--- src/hdl/edge_time_capture_defines.vh ---
// Constants for the edge time capture unit: register map, fields, timing.
`ifndef EDGE_TIME_CAPTURE_DEFINES_VH
`define EDGE_TIME_CAPTURE_DEFINES_VH

// -----------------------------------------------------------------------------
// Register offsets
// -----------------------------------------------------------------------------
`define ADDR_STATUS 8'hC8
`define ADDR_CONTROL 8'hC9
`define ADDR_SCALE 8'hCA
`define ADDR_RISE_VAL 8'hCB
`define ADDR_FALL_VAL 8'hCC
`define ADDR_IRQ_STATUS 8'hD0
`define ADDR_IRQ_CLEAR 8'hD1
`define ADDR_IRQ_ENABLE 8'hD2

// -----------------------------------------------------------------------------
// Field positions
// -----------------------------------------------------------------------------
`define ST_RISE_FULL 0
`define ST_FALL_FULL 1
`define ST_OVERFLOW 4
`define CT_RISE_IRQ 0
`define CT_FALL_IRQ 1
`define CT_OVF_EN 4
`define CT_CLR_EDGE 5
`define CT_GLOBAL_IRQ 7
`define EV_RISE 0
`define EV_FALL 1
`define EV_OVF 2
`define EV_CAPTURE 4
`define EV_W 5

// -----------------------------------------------------------------------------
// Reset values and timing
// -----------------------------------------------------------------------------
`define ZERO8 8'h00
`define ZERO5 5'h00
`define CLK_MHZ 50
`define BASE_TICK_US 2
// Base tick in system clocks: 2 us at 50 MHz, sized to the divider width.
`define BASE_TICK_CYC 11'h064
`define DIV_W 11
`define CNT_MAX 8'hFF

`endif

--- src/hdl/edge_time_capture.v ---
// Edge time capture unit: free-running tick counter captured on pin edges.
`timescale 1ns/1ps
// Functional notes
// - Eight-bit free-running counter advances each tick, wraps.
// - Three-bit scale selects 2us to 16us tick.
// - Rising edge captures count, sets rising full.
// - Falling edge captures count, sets falling full.
// - Reading rising value clears rising full.
// - Reading falling value clears falling full.
// - Clear-on-edge mode restarts counter on edges.
// - Overflow flag needs both enables and wrap.
// - Writing zero clears overflow; one ignored.
// - Falling edge interrupt needs global and falling enable.
// - Rising edge interrupt needs global and rising enable.
// - Status: overflow bit4, falling bit1, rising bit0.
// - Control bits 5,4,1,0 reset to zero.
// - Reset, including bus reset, zeroes all state.
// - Capture interrupt flag bit4, cleared by zero write.
`include "edge_time_capture_defines.vh"

module edge_time_capture (
	// Clock and reset
	input wire clock,
	input wire rstn,
	input wire bus_reset,
	// Register port
	input wire [7:0] addr,
	input wire [7:0] wdata,
	input wire wr,
	input wire rd,
	output reg [7:0] rdata,
	// Capture pin and interrupts
	input wire capture_input_pin,
	input wire irq_serviced,
	output wire capture_irq,
	output wire irq
);

// -----------------------------------------------------------------------------
// Reset and decode
// -----------------------------------------------------------------------------
wire clr_all = !rstn || bus_reset;
wire wr_status = wr && (addr == `ADDR_STATUS);
wire wr_control = wr && (addr == `ADDR_CONTROL);
wire wr_scale = wr && (addr == `ADDR_SCALE);
wire wr_iclr = wr && (addr == `ADDR_IRQ_CLEAR);
wire wr_ien = wr && (addr == `ADDR_IRQ_ENABLE);
wire rd_rise = rd && (addr == `ADDR_RISE_VAL);
wire rd_fall = rd && (addr == `ADDR_FALL_VAL);

// -----------------------------------------------------------------------------
// Pin synchroniser
// -----------------------------------------------------------------------------
// Three stages; a change is accepted when the last two agree, which also
// keeps the first stage read only by the second.
reg sync1_q;
reg sync2_q;
reg sync3_q;
reg pin_q;
always @(posedge clock) begin
	if (clr_all) begin
		sync1_q <= 1'b0;
		sync2_q <= 1'b0;
		sync3_q <= 1'b0;
		pin_q <= 1'b0;
	end else begin
		sync1_q <= capture_input_pin;
		sync2_q <= sync1_q;
		sync3_q <= sync2_q;
		if (sync2_q == sync3_q) begin
			pin_q <= sync3_q;
		end
	end
end
wire pin_d = (sync2_q == sync3_q) ? sync3_q : pin_q;
wire rise_edge = pin_d && !pin_q;
wire fall_edge = !pin_d && pin_q;
wire any_edge = rise_edge || fall_edge;

// -----------------------------------------------------------------------------
// Control registers
// -----------------------------------------------------------------------------
reg [7:0] control_q;
reg [2:0] scale_q;
reg [`EV_W-1:0] ien_q;
always @(posedge clock) begin
	if (clr_all) begin
		control_q <= `ZERO8;
		scale_q <= 3'h0;
		ien_q <= `ZERO5;
	end else begin
		if (wr_control) begin
			control_q <= wdata & 8'hB3;
		end
		if (wr_scale) begin
			scale_q <= wdata[2:0];
		end
		if (wr_ien) begin
			ien_q <= wdata[`EV_W-1:0];
		end
	end
end
wire clear_on_edge = control_q[`CT_CLR_EDGE];
wire overflow_enable = control_q[`CT_OVF_EN];
wire rising_irq_enable = control_q[`CT_RISE_IRQ];
wire falling_irq_enable = control_q[`CT_FALL_IRQ];
wire capture_global_irq_enable = control_q[`CT_GLOBAL_IRQ];

// -----------------------------------------------------------------------------
// Tick prescaler and counter
// -----------------------------------------------------------------------------
// The tick is (scale+1) times the base period in system clocks.
wire [`DIV_W-1:0] base_cyc = `BASE_TICK_CYC;
wire [`DIV_W-1:0] tick_len = base_cyc * ({8'h00, scale_q} + 11'h001);
reg [`DIV_W-1:0] div_q;
reg [7:0] count_q;
wire tick = (div_q >= tick_len - 11'h001);
always @(posedge clock) begin
	if (clr_all) begin
		div_q <= {`DIV_W{1'b0}};
		count_q <= `ZERO8;
	end else if (clear_on_edge && any_edge) begin
		// Restart the tick too, so the measured width is phase-exact.
		div_q <= {`DIV_W{1'b0}};
		count_q <= `ZERO8;
	end else if (tick) begin
		div_q <= {`DIV_W{1'b0}};
		count_q <= count_q + 8'h01;
	end else begin
		div_q <= div_q + 11'h001;
	end
end
wire wrap = tick && (count_q == `CNT_MAX) && !(clear_on_edge && any_edge);

// -----------------------------------------------------------------------------
// Capture registers and status flags
// -----------------------------------------------------------------------------
reg [7:0] rise_val_q;
reg [7:0] fall_val_q;
reg rising_capture_full_q;
reg falling_capture_full_q;
reg overflow_flag_q;
reg capture_flag_q;
wire capture_set = (rise_edge && rising_irq_enable) || (fall_edge && falling_irq_enable);
always @(posedge clock) begin
	if (clr_all) begin
		rise_val_q <= `ZERO8;
		fall_val_q <= `ZERO8;
		rising_capture_full_q <= 1'b0;
		falling_capture_full_q <= 1'b0;
		overflow_flag_q <= 1'b0;
		capture_flag_q <= 1'b0;
	end else begin
		// Capture uses the count before any clear in this cycle.
		if (rise_edge) begin
			rise_val_q <= count_q;
			rising_capture_full_q <= 1'b1;
		end else if (rd_rise) begin
			rising_capture_full_q <= 1'b0;
		end
		if (fall_edge) begin
			fall_val_q <= count_q;
			falling_capture_full_q <= 1'b1;
		end else if (rd_fall) begin
			falling_capture_full_q <= 1'b0;
		end
		if (wrap && clear_on_edge && overflow_enable) begin
			overflow_flag_q <= 1'b1;
		end else if (wr_status && !wdata[`ST_OVERFLOW]) begin
			overflow_flag_q <= 1'b0;
		end
		if (capture_set) begin
			capture_flag_q <= 1'b1;
		end else if (irq_serviced || (wr_status && !wdata[`EV_CAPTURE])) begin
			capture_flag_q <= 1'b0;
		end
	end
end
// Global enable gates the request line, so a flag may stand while masked.
assign capture_irq = capture_flag_q && capture_global_irq_enable;

// -----------------------------------------------------------------------------
// Event status, enable and clear
// -----------------------------------------------------------------------------
reg [`EV_W-1:0] ev_q;
wire [`EV_W-1:0] ev_set;
assign ev_set[`EV_RISE] = rise_edge;
assign ev_set[`EV_FALL] = fall_edge;
assign ev_set[`EV_OVF] = wrap && clear_on_edge && overflow_enable;
assign ev_set[3] = 1'b0;
assign ev_set[`EV_CAPTURE] = capture_set && capture_global_irq_enable;
always @(posedge clock) begin
	if (clr_all) begin
		ev_q <= `ZERO5;
	end else begin
		// A new event wins over a clear in the same cycle.
		ev_q <= (ev_q & ~(wr_iclr ? wdata[`EV_W-1:0] : `ZERO5)) | ev_set;
	end
end
assign irq = |(ev_q & ien_q);

// -----------------------------------------------------------------------------
// Read port
// -----------------------------------------------------------------------------
reg [7:0] rdata_d;
always @* begin
	rdata_d = `ZERO8;
	case (addr)
	`ADDR_STATUS: begin
		rdata_d[`ST_OVERFLOW] = overflow_flag_q;
		rdata_d[`ST_FALL_FULL] = falling_capture_full_q;
		rdata_d[`ST_RISE_FULL] = rising_capture_full_q;
	end
	`ADDR_CONTROL: begin
		rdata_d = control_q;
	end
	`ADDR_SCALE: begin
		rdata_d = {5'h00, scale_q};
	end
	`ADDR_RISE_VAL: begin
		rdata_d = rise_val_q;
	end
	`ADDR_FALL_VAL: begin
		rdata_d = fall_val_q;
	end
	`ADDR_IRQ_STATUS: begin
		rdata_d = {3'h0, ev_q};
	end
	`ADDR_IRQ_ENABLE: begin
		rdata_d = {3'h0, ien_q};
	end
	default: begin
		rdata_d = `ZERO8;
	end
	endcase
end
always @(posedge clock) begin
	if (clr_all) begin
		rdata <= `ZERO8;
	end else if (rd) begin
		rdata <= rdata_d;
	end else begin
		rdata <= `ZERO8;
	end
end

endmodule

--- config.mk ---
export PLATFORM = sky130hd
export DESIGN_NAME = edge_time_capture
export DESIGN_NICKNAME = d
export VERILOG_FILES = /design/src/hdl/edge_time_capture.v
export VERILOG_INCLUDE_DIRS = /design/src /design/src/hdl
export SDC_FILE = /design/constraint.sdc
export NUM_CORES = 1
export LEC_CHECK = 0
export BUFFER_PORTS_ARGS = -buffer_cell sky130_fd_sc_hd__buf_2
export CAP_MARGIN = 10
export CORE_ASPECT_RATIO = 0.6
export CORE_UTILIZATION = 30
export CTS_BUF_LIST = sky130_fd_sc_hd__clkbuf_8 sky130_fd_sc_hd__clkbuf_16
export CTS_CLUSTER_SIZE = 16
export DETAILED_ROUTE_END_ITERATION = 8
export HOLD_SLACK_MARGIN = 0.12
export SLEW_MARGIN = 20
export SYNTH_ARGS = -nofsm -noshare
export SYNTH_HDL_FRONTEND = slang
export SYNTH_SLANG_ARGS = --single-unit
--- constraint.sdc ---
create_clock -name clock -period 4.4 [get_ports clock]
set_clock_uncertainty 0.1 [all_clocks]
set_input_delay 0.22 -clock clock [delete_from_list [all_inputs] [get_ports clock]]
set_output_delay 0.22 -clock clock [all_outputs]
set_load 0.005 [all_outputs]
# Yosys cells after proc, flatten, opt, wreduce, memory -nomap -nowiden
# Index checks and enable logic that the tools add are counted.
# totals
inputBits	23
output_inout_bits	10
ff_bits	69
word_cells	88
# classes
order_cmp	1
reduce_logical	36
n_eq_ne	10
addsub	4
mul	1
n_bitwise	5
muxes	14
# op_table
operator	n
$eq A8 B8 Y1 const B	9
$logic_and A1 B1 Y1	19
$pmux W2 S7	1
$add A11 B1 Y11 const B	1
$ge A11 B11 Y1	1
$sub A11 B1 Y11 const B	1
$and A5 B5 Y5	2
$pmux W2 S5	1
$mul A5 B4 Y9 const A	1
$mux W1	9
$pmux W3 S3	1
$add A8 B1 Y8 const B	1
$reduce_bool A2 Y1	4
$pmux W1 S6	1
$logic_not A1 Y1	5
$mux W5	1
$not A5 Y5	1
$or A5 B5 Y5	1
$reduce_or A5 Y1	1
$add A3 B1 Y4 const B	1
$logic_or A1 B1 Y1	4
$reduce_or A2 Y1	2
$reduce_or A3 Y1	1
$eq A1 B1 Y1	1
$not A1 Y1	1

# Longest topological paths before layout
# Gate-level depths: netlist of the first run.
# logic_depth
word_depth	11
mapped_depth	18
ltp_nobuf	16

# Worst setup path before layout of the first run
# Ideal clock, no wire load.
# synth_timing
path_type	reg-to-reg
start	register scale_q[0]
end	register div_q[10]
path_slack_ns	0.373
required_time_ns	4.236
path_buffers	2
stages_incl_launch_ff	18
synth_period_minus_slack_ns	4.027
setup_time_ns	0.064
arrival_ns	3.863
cell_sequence	dfxtp_1 > clkbuf_1 > inv_1 > ha_1 > ha_1 > inv_1 > fa_1 > nand4_1 > mux2_2 > a21oi_1 > xor2_1 > ha_1 > nand2_1 > o21ai_1 > or2_1 > or3_4 > buf_6 > nor2_1
# synth_via
elab_chain_cells	5
# synth_rtl
item	line_no	source
from (decl)	edge_time_capture.v:84	reg [2:0] scale_q;
from (signal assigned)	edge_time_capture.v:96	scale_q <= wdata[2:0];
$add A3 B1 Y4	edge_time_capture.v:114	wire [`DIV_W-1:0] tick_len = base_cyc * ({8'h00, scale_q} + 11'h001);
$mul A5 B4 Y9	edge_time_capture.v:114	
$sub A11 B1 Y11	edge_time_capture.v:117	wire tick = (div_q >= tick_len - 11'h001);
$ge A11 B11 Y1	edge_time_capture.v:117	
$reduce_or A3 Y1 (no source line)	n/a	
to (signal assigned)	edge_time_capture.v:120	div_q <= {`DIV_W{1'b0}};
to (signal assigned)	edge_time_capture.v:124	div_q <= {`DIV_W{1'b0}};
to (signal assigned)	edge_time_capture.v:127	div_q <= {`DIV_W{1'b0}};
to (decl)	edge_time_capture.v:115	reg [`DIV_W-1:0] div_q;
# Every way passes these cells.
# A chain may end at the register's enable or synchronous reset.

# Worst setup path in the final report of the first run
# layout_timing
start	register scale_q[0]
end	register count_q[7]
# layout_via
elab_chain_cells	4
# layout_rtl
item	line_no	source
$add A3 B1 Y4	edge_time_capture.v:114	
$mul A5 B4 Y9	edge_time_capture.v:114	
$sub A11 B1 Y11	edge_time_capture.v:117	
$ge A11 B11 Y1	edge_time_capture.v:117	
to (signal assigned)	edge_time_capture.v:121	count_q <= `ZERO8;
to (signal assigned)	edge_time_capture.v:125	count_q <= `ZERO8;
to (signal assigned)	edge_time_capture.v:128	count_q <= count_q + 8'h01;
to (decl)	edge_time_capture.v:116	reg [7:0] count_q;
# Every way passes these cells.

==> results of run 1 <==
==> area by class of cell <==
| cell class | count | share of cell area |
|---|---|---|
| tap | 160 | 0.0455 |
| inverter | 16 | 0.0136 |
| clock inverter | 6 | 0.0159 |
| timing repair buffer | 48 | 0.0699 |
| multi-input combinational | 296 | 0.486 |
| clock buffer | 10 | 0.0543 |
| sequential | 69 | 0.314 |
==> what timing repair did <==
action                                 CTS  global route
gates resized for setup                  0             4
hold buffers                            10             0
buffers inserted                         0             2
endpoints found under the hold margin   15             0
setup endpoints to repair                0            19
==> cells by family after synthesis <==
kind of cell	count (synthesis)	share of synthesized area
AO/OA/AOI/OAI	65	0.125
XOR/XNOR	18	0.0433
multiplexers	37	0.109
buffers and inverters	36	0.0416
adder cells (fa/ha/maj)	22	0.0777
other	1	0.00103
AND/OR/NAND/NOR	152	0.222
flip-flops	69	0.380
==> synthesized netlist by cell type (6+ instances only) <==
cell,number
sky130_fd_sc_hd__dfxtp_1,69
sky130_fd_sc_hd__nor2_1,59
sky130_fd_sc_hd__mux2i_1,33
sky130_fd_sc_hd__a21oi_1,23
sky130_fd_sc_hd__ha_1,21
sky130_fd_sc_hd__nand2_1,19
sky130_fd_sc_hd__nand3_1,19
sky130_fd_sc_hd__inv_1,15
sky130_fd_sc_hd__clkbuf_1,14
sky130_fd_sc_hd__xor2_1,11
sky130_fd_sc_hd__o21ai_0,8
sky130_fd_sc_hd__nand2b_1,7
sky130_fd_sc_hd__xnor2_1,7
sky130_fd_sc_hd__a22o_1,6
sky130_fd_sc_hd__and2_1,6
sky130_fd_sc_hd__nand4_1,6
==> cells in the final DEF (no fill, tap or decap), drive strengths merged, types with 7 or more instances in the layout <==
cell type    synthesis  routed
ha                  21      21
nand4                7       7
nand3               20      20
buf                  5      38
mux2i               33      33
and2                 8       8
dfxtp               69      69
inv                 16      17
xor2                11      11
nand2b               7       7
nand2               19      19
clkbuf              15      10
a21oi               23      23
nor2                59      59
dlygate4sd3          0      10
o21ai                9       9
xnor2                7       7
==> flip-flops by register name, summed over array words and instances (netlist names), 3 cells and up <==
name and cells:
count_q 8, control_q 5, div_q 11, ev_q 5, ien_q 5, scale_q 3, rdata 8, rise_val_q 8
fall_val_q 8
==> critical path, delay by kind of cell, from the launching register on <==
family,cells,cell delay [ns]
adders and majority gates,4,1.52
AOI/OAI and AO/OA,4,1.12
muxes,2,0.41
xor gates and xnor gates,1,0.10
and+or+nand+nor,2,0.21
buffers and inverters,2,0.18
DFF,1,0.37
==> metal layers <==
| layer | global-route usage | share of wire | vias to the layer above |
|---|---|---|---|
| met1 | 0.239 | 0.53 | 1423 |
| met2 | 0.203 | 0.38 | 110 |
| met4 | 0.0373 | 0.0091 | 0 |
| met3 | 0.0467 | 0.083 | 9 |
| li1 | - | - | 1499 |
| met5 | 0 | 0 | - |
==> power by group <==
group	internal [mW]	switching [mW]	total (mW)
Clock	0.457	0.286	0.743
Sequential	0.626	0.00101	0.627
Combinational	0.0229	0.0373	0.0602
==> worst max-delay path by stage <==
stage | startpoint | to | slack [ns] | cells after the start
2_1_floorplan | scale_q[0] | div_q[10] | 0.37 | 17
5_1_grt | scale_q[0] | div_q[2] | 0.01 | 15
6_report | scale_q[0] | count_q[7] | 0.26 | 15
3_3_place_gp | scale_q[0] | overflow_flag_q | 0.22 | 15
3_5_place_dp | scale_q[0] | ev_q[2] | 0.15 | 15
4_1_cts | scale_q[0] | ev_q[2] | 0.12 | 15
==> results.py, run 1 <==
metrics = {
    "layout": {
        "antennaDiodeCount": 0,
        "final_net_count": 485,
        "num-fill-cells": 1181,
        "post-route-cell-area_um2": 4400,
        "drive_above_1_share": 0.175,
        "syn2layout_area_growth_pct": 20.9,
        "regArea_um2": 1380,
        "post_route_utilization": 0.381,
        "finalNonFillerCells": 605,
        "area_of_combinational_cells_with_multiple_inputs_um2": 2140,
    },
    "cts": {
        "cts_buffer_depth": 2,
        "h-tree-depth": 3,
        "worst_skew_pair_latency_ns": 0.33,
        "cts.sink_count": 69,
        "clk_root_buffer_cell": "sky130_fd_sc_hd__clkbuf_16",
        "cts_tree": "done",
        "number_of_buffers_inserted_during_clock_tree_synthesis": 9,
        "clkTransAtPathRegs_ns": 0.06,
    },
    "yosys": {
        "ys.warnings.count": 0,
        "mappedNetlistArea_um2": 3640,
        "netlist_instances": 400,
        "synth_nets": 445,
        "synth_top_cells_by_area": "sky130_fd_sc_hd__dfxtp_1 (38%), sky130_fd_sc_hd__mux2i_1 (9.1%), sky130_fd_sc_hd__ha_1 (7.2%), sky130_fd_sc_hd__nor2_1 (6.1%), sky130_fd_sc_hd__a21oi_1 (3.2%)",
        "synth-edff-count": 0,
        "synth_seq_cells": 69,
        "yosysTopAreaCell": "sky130_fd_sc_hd__dfxtp_1",
        "synth.yosys.seq_area_share": 0.380,
        "synthArstFlopShare": 0,
        "yosysUniqueCellTypes": 59,
        "yosys_most_used_dff": "sky130_fd_sc_hd__dfxtp_1",
        "synthesis.area_per_instance_um2": 9.10,
        "post-synth-top-area-fraction": 0.380,
    },
    "worst_setup_path": {
        "cpPeakStageDelay_ns": 0.58,
        "worstRegToRegCells": 15,
        "critical_path.cell_chain": "inv_1 -> ha_1 -> ha_1 -> inv_1 -> fa_1 -> nand4_1 -> mux2_2 -> a21oi_1 -> xor2_1 -> ha_1 -> nand2_1 -> o21ai_1 -> o21ai_0 -> a21o_1 -> mux2i_1",
        "regToRegStartpoint": "scale_q[0]",
        "worstPathRequired_ns": 4.52,
        "worst-path-max-fanout": 5,
        "startpoint_type": "flip-flop",
        "path_class": "reg2reg",
        "critPathSlowestCell": "sky130_fd_sc_hd__fa_1",
        "r2r_end": "count_q[7]",
        "cpMostUsedCell": "sky130_fd_sc_hd__ha_1",
        "critical_path_end_type": "flip-flop",
        "timing.reg2reg.setup_slack_ns": 0.26,
        "critical_path_at_ns": 4.26,
    },
    "timing": {
        "hold_viol": 0,
        "worst_slew_margin_rel": 0.434,
        "part_of_the_cycle_the_worst_path_needs": 0.941,
        "final-setup-viol-count": 0,
        "fmax_mhz": 242,
        "postLayoutSetupSlackWorst_ns": 0.261,
        "holdWs_ns": 0.156,
        "timing_max_transition_violations_final": 0,
        "period_minus_slack_ns": 4.14,
        "rsz0062_at_grt": "no",
        "setup_tns_ns": 0,
        "worst_pin_slew_ns": 0.844,
    },
    "grt": {
        "grt_start_max_net_pins": 37,
        "grt_antenna_before_repair": 0,
        "grt_overflow_total": 0,
        "global_route.usage.total": 0.155,
        "global_route_wire_length_before_repair_um": 14700,
        "grt_pass1_vias": 2777,
    },
    "die": {
        "row_count": 30,
        "core_area_um2": 11600,
        "initial_utilization": 0.315,
        "boundaryPins": 33,
        "die_height_um": 87.3,
        "die-area_um2": 12600,
        "chipWidth_um": 144,
    },
    "placed_design": {
        "setup_slack_after_placement_ns": 0.155,
        "routabilityCongestion": 0.809,
        "dpl.cell_count": 576,
        "post_dp_cell_area_um2": 3940,
        "placement.io_buffers": 31,
        "hpwlAfterDp_um": 6790,
    },
    "run": {
        "cap_violations": 0,
    },
    "detailed_routing": {
        "drt-pass1-iter-count": 5,
        "vias_per_cell": 5.03,
        "drc_errors": 0,
        "route.antenna.remaining_nets": 0,
        "iteration_0_drc_markers": 275,
        "routed_wirelength_um": 9140,
        "wl_per_cell_um": 15.1,
        "vias": 3041,
    },
    "hold_path": {
        "min_delay_path_depth": 3,
        "worst_hold_path.endpoint": "rdata[6]",
        "hold_path_class": "in2reg",
        "timing.hold.worst.start": "addr[2]",
    },
    "power_and_ir_drop": {
        "power.static_leakage_nw": 1.69,
        "power_density_nw_per_um2": 325,
        "total_power_mw": 1.43,
        "power.ir.vdd_worst_mv": 0.188,
    },
    "run_status": {
        "outcome": "finished, final reports clean",
    },
}
No activity file was read; power rests on OpenSTA's default activity.
==> run 2, diff against run 1 <==
--- a/config.mk
+++ b/config.mk
@@ -8,12 +8,15 @@
 export LEC_CHECK = 0
 export BUFFER_PORTS_ARGS = -buffer_cell sky130_fd_sc_hd__buf_2
 export CAP_MARGIN = 10
+export CELL_PAD_IN_SITES_DETAIL_PLACEMENT = 0
+export CELL_PAD_IN_SITES_GLOBAL_PLACEMENT = 2
 export CORE_ASPECT_RATIO = 0.6
 export CORE_UTILIZATION = 30
 export CTS_BUF_LIST = sky130_fd_sc_hd__clkbuf_8 sky130_fd_sc_hd__clkbuf_16
 export CTS_CLUSTER_SIZE = 16
 export DETAILED_ROUTE_END_ITERATION = 8
 export HOLD_SLACK_MARGIN = 0.12
+export PLACE_DENSITY_LB_ADDON = 0.1
 export SLEW_MARGIN = 20
 export SYNTH_ARGS = -nofsm -noshare
 export SYNTH_HDL_FRONTEND = slang
==> run 2 against run 1 <==
  * Worst setup slack improved by 0.058 ns
  * Register-to-register slack gained 0.06 ns
  * Final cell count fell by 0.17%
  * Largest power group unchanged
==> results.py, run 2 (same netlist as run 1, synthesis figures left out) <==
metrics = {
    "run_status": {
        "outcome": "finished, final reports clean",
    },
    "grt": {
        "grt_pass1_vias": 2782,
        "busiest_metal_layer_after_global_routing": "met1",
        "global_route.usage.total": 0.167,
        "global_route_wire_length_before_repair_um": 15500,
        "grt_antenna_before_repair": 0,
        "grt_start_max_net_pins": 37,
        "use_met1": 0.266,
        "groute.layer.met2.usage": 0.211,
        "grt_overflow_total": 0,
        "grtUsageMet3": 0.0363,
    },
    "die": {
        "chipWidth_um": 144,
        "initial_utilization": 0.315,
        "die-area_um2": 12600,
        "core_area_um2": 11600,
        "row_count": 30,
        "boundaryPins": 33,
        "die_height_um": 87.3,
    },
    "power_and_ir_drop": {
        "power.static_leakage_nw": 1.67,
        "power_density_nw_per_um2": 328,
        "power.ir.vdd_worst_mv": 0.174,
    },
    "hold_path": {
        "min_delay_path_depth": 3,
        "hold_path_class": "in2reg",
        "timing.hold.worst.start": "addr[2]",
        "worst_hold_path.endpoint": "rdata[6]",
    },
    "layout": {
        "post_route_utilization": 0.380,
        "largest_register_ffs": 11,
        "largest-register": "div_q",
        "antennaDiodeCount": 0,
        "final_net_count": 484,
        "layout.cells.most_common_list": "sky130_fd_sc_hd__dfxtp_1 (69), sky130_fd_sc_hd__nor2_1 (59), sky130_fd_sc_hd__mux2i_1 (33)",
        "syn2layout_area_growth_pct": 20.6,
        "drive_above_1_share": 0.180,
        "mostFrequentLayoutCell": "sky130_fd_sc_hd__dfxtp_1",
    },
    "worst_setup_path": {
        "startpoint_type": "flip-flop",
        "path_class": "reg2reg",
        "regToRegStartpoint": "scale_q[0]",
        "critical_path_at_ns": 4.24,
        "cpMostUsedCell": "sky130_fd_sc_hd__ha_1",
        "timing.reg2reg.setup_slack_ns": 0.32,
        "critical_path_end_type": "flip-flop",
        "critPathSlowestCell": "sky130_fd_sc_hd__fa_1",
        "critical_path.top_delay_family": "adder cells",
        "worstRegToRegCells": 15,
        "cpPeakStageDelay_ns": 0.49,
        "critical_path.cell_chain": "inv_1 -> ha_1 -> ha_1 -> inv_1 -> fa_1 -> nand4_1 -> mux2_2 -> a21oi_1 -> xor2_1 -> ha_1 -> nand4_1 -> nor3_4 -> a211oi_2 -> or3_1 -> a21oi_1",
        "worst-path-max-fanout": 5,
        "r2r_end": "count_q[4]",
        "worst-path-buf-inv": 2,
        "worstPathRequired_ns": 4.56,
    },
    "timing": {
        "period_minus_slack_ns": 4.08,
        "worst_slew_margin_rel": 0.395,
        "hold_viol": 0,
        "fmax_mhz": 245,
        "final-setup-viol-count": 0,
        "part_of_the_cycle_the_worst_path_needs": 0.927,
        "worst_pin_slew_ns": 0.899,
        "timing_max_transition_violations_final": 0,
        "setup_tns_ns": 0,
        "postLayoutSetupSlackWorst_ns": 0.319,
        "rsz0062_at_grt": "no",
    },
    "detailed_routing": {
        "iteration_0_drc_markers": 179,
        "drc_errors": 0,
        "vias_per_cell": 4.85,
        "routed_wirelength_um": 9610,
        "route.antenna.remaining_nets": 0,
        "wl_per_cell_um": 15.9,
        "drt-pass1-iter-count": 4,
        "vias": 2927,
    },
    "run": {
        "cap_violations": 0,
    },
    "placed_design": {
        "setup_slack_after_placement_ns": 0.161,
        "placement.io_buffers": 31,
        "routabilityCongestion": 0.755,
        "hpwlAfterDp_um": 7150,
    },
    "cts": {
        "number_of_buffers_inserted_during_clock_tree_synthesis": 9,
        "h-tree-depth": 3,
        "cts.sink_count": 69,
        "worst_skew_pair_latency_ns": 0.33,
        "post_cts_buffers": 0,
        "clk_root_buffer_cell": "sky130_fd_sc_hd__clkbuf_16",
        "clkTransAtPathRegs_ns": 0.06,
        "cts_buffer_depth": 2,
        "cts_tree": "done",
    },
}
[run 2: changes by cell type in the layout (fill, tap and decap cells not counted), sizes merged]
cell and delta:
dlygate4sd3 -1, clkinvlp -1, clkinv +1
[run 2: area by class of cell]
type,count,area (um^2)
Fill cell,1206,7170
Multi-Input combinational cell,296,2140
Sequential cell,69,1380
Timing Repair Buffer,47,298
Clock buffer,10,239
Tap cell,160,200
Clock inverter,6,71.3
Inverter,16,60.1
[run 2: worst min-delay path: cells and delay by family]
kind,cells,cell delay (ns)
AOI/OAI and AO/OA,1,0.05
and+or+nand+nor,1,0.10
buffers and inverters,1,0.16
[run 2: worst max path at each step]
stage | from | to | slack, ns | depth (start not counted)
floorplan | scale_q[0] | div_q[10] | 0.37 | 17
global placement | scale_q[0] | overflow_flag_q | 0.21 | 15
detailed placement | scale_q[0] | overflow_flag_q | 0.16 | 15
CTS | scale_q[0] | overflow_flag_q | 0.14 | 15
global route | scale_q[0] | div_q[10] | 0.03 | 15
finish | scale_q[0] | count_q[4] | 0.32 | 15
[run 2: routing by layer]
metal | vias up | part of all wire
met1 | 1359 | 0.58
met5 | - | 0
met4 | 0 | 0.012
li1 | 1499 | -
met2 | 58 | 0.36
met3 | 11 | 0.046
[run 2: through the flow]
stage / instance area (um^2) / power [mW] / cells / hold WS (ns)
floorplan: 3640 / 0.671 / 400 / 0.207
global placement: 3960 / 0.695 / 578 / 0.314
global route: 4390 / 1.50 / 604 / 0.147
CTS: 4360 / 1.46 / 603 / 0.133
finish: 4390 / 1.44 / 604 / 0.140
detailed placement: 3960 / 0.695 / 578 / 0.321
[run 2: repair_timing]
item,CTS,global route
hold endpoints to repair,16,0
hold buffers,9,0
gates resized for setup,0,5
endpoints found under the setup margin,0,20
[run 2: report_power, final]
group          total, mW  leakage (nW)  internal, mW  switching, mW
Combinational     0.0604         0.967        0.0229         0.0375
Sequential         0.627         0.556         0.626        0.00112
Clock              0.750         0.145         0.458          0.292
Total               1.44          1.67          1.11          0.331
==> run 3, diff against run 2 <==
--- a/config.mk
+++ b/config.mk
@@ -16,7 +16,7 @@
 export CTS_CLUSTER_SIZE = 16
 export DETAILED_ROUTE_END_ITERATION = 8
 export HOLD_SLACK_MARGIN = 0.12
-export PLACE_DENSITY_LB_ADDON = 0.1
+export PLACE_DENSITY = 0.76
 export SLEW_MARGIN = 20
 export SYNTH_ARGS = -nofsm -noshare
 export SYNTH_HDL_FRONTEND = slang
==> run 3 against run 2 <==
  * Count of clock-buffer cells in the layout decreased by 1
  * Critical path depth stayed put
  * Core utilization hardly changed
  * Critical endpoint is now overflow_flag_q
  * Highest routed layer unchanged
==> results.py, run 3 (same netlist as run 1, synthesis figures left out) <==
metrics = {
    "timing": {
        "worst_pin_slew_ns": 0.873,
        "part_of_the_cycle_the_worst_path_needs": 0.938,
        "final-setup-viol-count": 0,
        "timing_max_transition_violations_final": 0,
        "setup_tns_ns": 0,
        "fmax_mhz": 242,
        "worst_slew_margin_rel": 0.416,
        "rsz0062_at_grt": "yes",
        "period_minus_slack_ns": 4.13,
        "hold_viol": 0,
    },
    "worst_setup_path": {
        "critical_path_at_ns": 4.31,
        "regToRegStartpoint": "scale_q[0]",
        "r2r_end": "overflow_flag_q",
        "path_class": "reg2reg",
        "critical_path_end_type": "flip-flop",
        "cpPeakStageDelay_ns": 0.57,
        "worst-path-max-fanout": 8,
        "critPathSlowestCell": "sky130_fd_sc_hd__fa_1",
        "worstRegToRegCells": 15,
        "critical_path.cell_chain": "inv_1 -> ha_1 -> ha_1 -> inv_1 -> fa_1 -> nand4_1 -> mux2_2 -> a21oi_1 -> xor2_1 -> ha_1 -> nand4_1 -> nor3_4 -> a211oi_4 -> nor4_2 -> a31o_2",
        "critical_path_launch_point": "scale_q[0]",
        "cpMostUsedCell": "sky130_fd_sc_hd__ha_1",
        "worstPathRequired_ns": 4.58,
        "startpoint_type": "flip-flop",
        "timing.reg2reg.setup_slack_ns": 0.27,
    },
    "grt": {
        "use_met1": 0.255,
        "groute.layer.met2.usage": 0.189,
        "grt_antenna_before_repair": 0,
        "grtUsageMet3": 0.0401,
        "global_route.usage.total": 0.157,
        "grt_pass1_vias": 2650,
        "grt_overflow_total": 0,
        "grt_start_max_net_pins": 37,
        "global_route_wire_length_before_repair_um": 14700,
        "busiest_metal_layer_after_global_routing": "met1",
    },
    "detailed_routing": {
        "wl_per_cell_um": 15.0,
        "vias_per_cell": 4.86,
        "iteration_0_drc_markers": 206,
        "drt-pass1-iter-count": 4,
        "vias": 2938,
        "route.antenna.remaining_nets": 0,
        "routed_wirelength_um": 9040,
        "drc_errors": 0,
    },
    "layout": {
        "antennaDiodeCount": 0,
        "num-fill-cells": 1176,
        "drive_above_1_share": 0.178,
        "syn2layout_area_growth_pct": 20.6,
        "mostFrequentLayoutCell": "sky130_fd_sc_hd__dfxtp_1",
        "largest-register": "div_q",
        "largest_register_ffs": 11,
        "finalNonFillerCells": 604,
        "layout.cells.most_common_list": "sky130_fd_sc_hd__dfxtp_1 (68), sky130_fd_sc_hd__nor2_1 (59), sky130_fd_sc_hd__mux2i_1 (33)",
        "regArea_um2": 1380,
        "final_net_count": 485,
        "area_of_combinational_cells_with_multiple_inputs_um2": 2120,
    },
    "placed_design": {
        "placement.io_buffers": 31,
        "routabilityCongestion": 0.829,
        "hpwlAfterDp_um": 6850,
        "dpl.cell_count": 578,
    },
    "die": {
        "row_count": 30,
        "chipWidth_um": 144,
        "die-area_um2": 12600,
        "die_height_um": 87.3,
        "core_area_um2": 11600,
        "boundaryPins": 33,
        "initial_utilization": 0.315,
    },
    "cts": {
        "clk_root_buffer_cell": "sky130_fd_sc_hd__clkbuf_16",
        "cts_tree": "done",
        "worst_skew_pair_latency_ns": 0.33,
        "h-tree-depth": 3,
        "cts_buffer_depth": 2,
        "clkTransAtPathRegs_ns": 0.06,
        "cts.sink_count": 69,
        "number_of_buffers_inserted_during_clock_tree_synthesis": 9,
    },
    "power_and_ir_drop": {
        "power_frac_clock": 0.527,
        "pwr-share-seq": 0.432,
        "share_comb_of_total_power": 0.041,
        "p_sw_mw": 0.311,
        "power.static_leakage_nw": 1.68,
        "cell_internal_pwr_mw": 1.14,
        "power.ir.vdd_worst_mv": 0.223,
        "power_density_nw_per_um2": 331,
        "net_switching_fraction_of_the_power": 0.214,
    },
    "hold_path": {
        "min_delay_path_depth": 3,
        "hold_path_class": "in2reg",
        "timing.hold.worst.start": "wdata[4]",
        "worst_hold_path.endpoint": "ien_q[4]",
    },
    "run_status": {
        "outcome": "finished, final reports clean",
    },
    "run": {
        "cap_violations": 0,
    },
}
[run 3: final cells by class]
| class | instances | share of cell area |
|---|---|---|
| inverters | 16 | 0.0137 |
| clock buffers | 9 | 0.0513 |
| well taps | 160 | 0.0456 |
| multi-input cells | 295 | 0.483 |
| flip-flops and latches | 69 | 0.315 |
| clock inverters | 6 | 0.0202 |
| repair buffers | 49 | 0.0713 |
[run 3: how the worst max path moves through the flow]
stage                      endpoint  slack, ns  cells past startpoint
global placement            ev_q[2]       0.14                     15
detailed placement  overflow_flag_q       0.12                     15
CTS                 overflow_flag_q       0.08                     15
floorplan                 div_q[10]       0.37                     17
finish              overflow_flag_q       0.27                     15
global route        overflow_flag_q      -0.01                     15
[run 3: what timing repair did]
action,in CTS,in global routing
endpoints found under the setup margin,0,20
gates resized for setup,0,4
hold buffers,9,0
setup buffers,0,2
hold endpoints to repair,15,0
[run 3: critical path: cells and delay by family (launching register included)]
family          cells  cell delay [ns]
simple gates        4             1.09
fa+ha+maj           4             1.51
compound gates      3             0.41
buf+inv             2             0.17
flops               1             0.37
mux                 1             0.30
xor+xnor            1             0.11
[run 3: power by group through the flow]
stage | Sequential [mW] | Combinational (mW) | Clock, mW
2_1_floorplan | 0.641 | 0.0304 | 0
3_3_place_gp | 0.641 | 0.0523 | 0
3_5_place_dp | 0.641 | 0.0529 | 0
4_1_cts | 0.627 | 0.0592 | 0.786
5_1_grt | 0.627 | 0.0653 | 0.818
6_report | 0.628 | 0.0598 | 0.765
[run 3: through the flow]
step | setup slack (ns) | hold slack [ns] | util | power, mW | cell area, um^2
2_1_floorplan | 0.373 | 0.207 | - | 0.671 | 3640
3_3_place_gp | 0.145 | 0.310 | 0.342 | 0.693 | 3960
3_5_place_dp | 0.115 | 0.319 | 0.342 | 0.694 | 3960
4_1_cts | 0.0846 | 0.121 | 0.377 | 1.47 | 4360
5_1_grt | -0.0118 | 0.127 | 0.380 | 1.51 | 4390
6_report | 0.271 | 0.144 | 0.380 | 1.45 | 4390
[run 3: layer usage]
metal  wire length, um  vias to the layer above
met5                 0                        -
met3               546                        7
met1              5180                     1367
met2              3220                       68
met4                88                        0
li1                  -                     1496
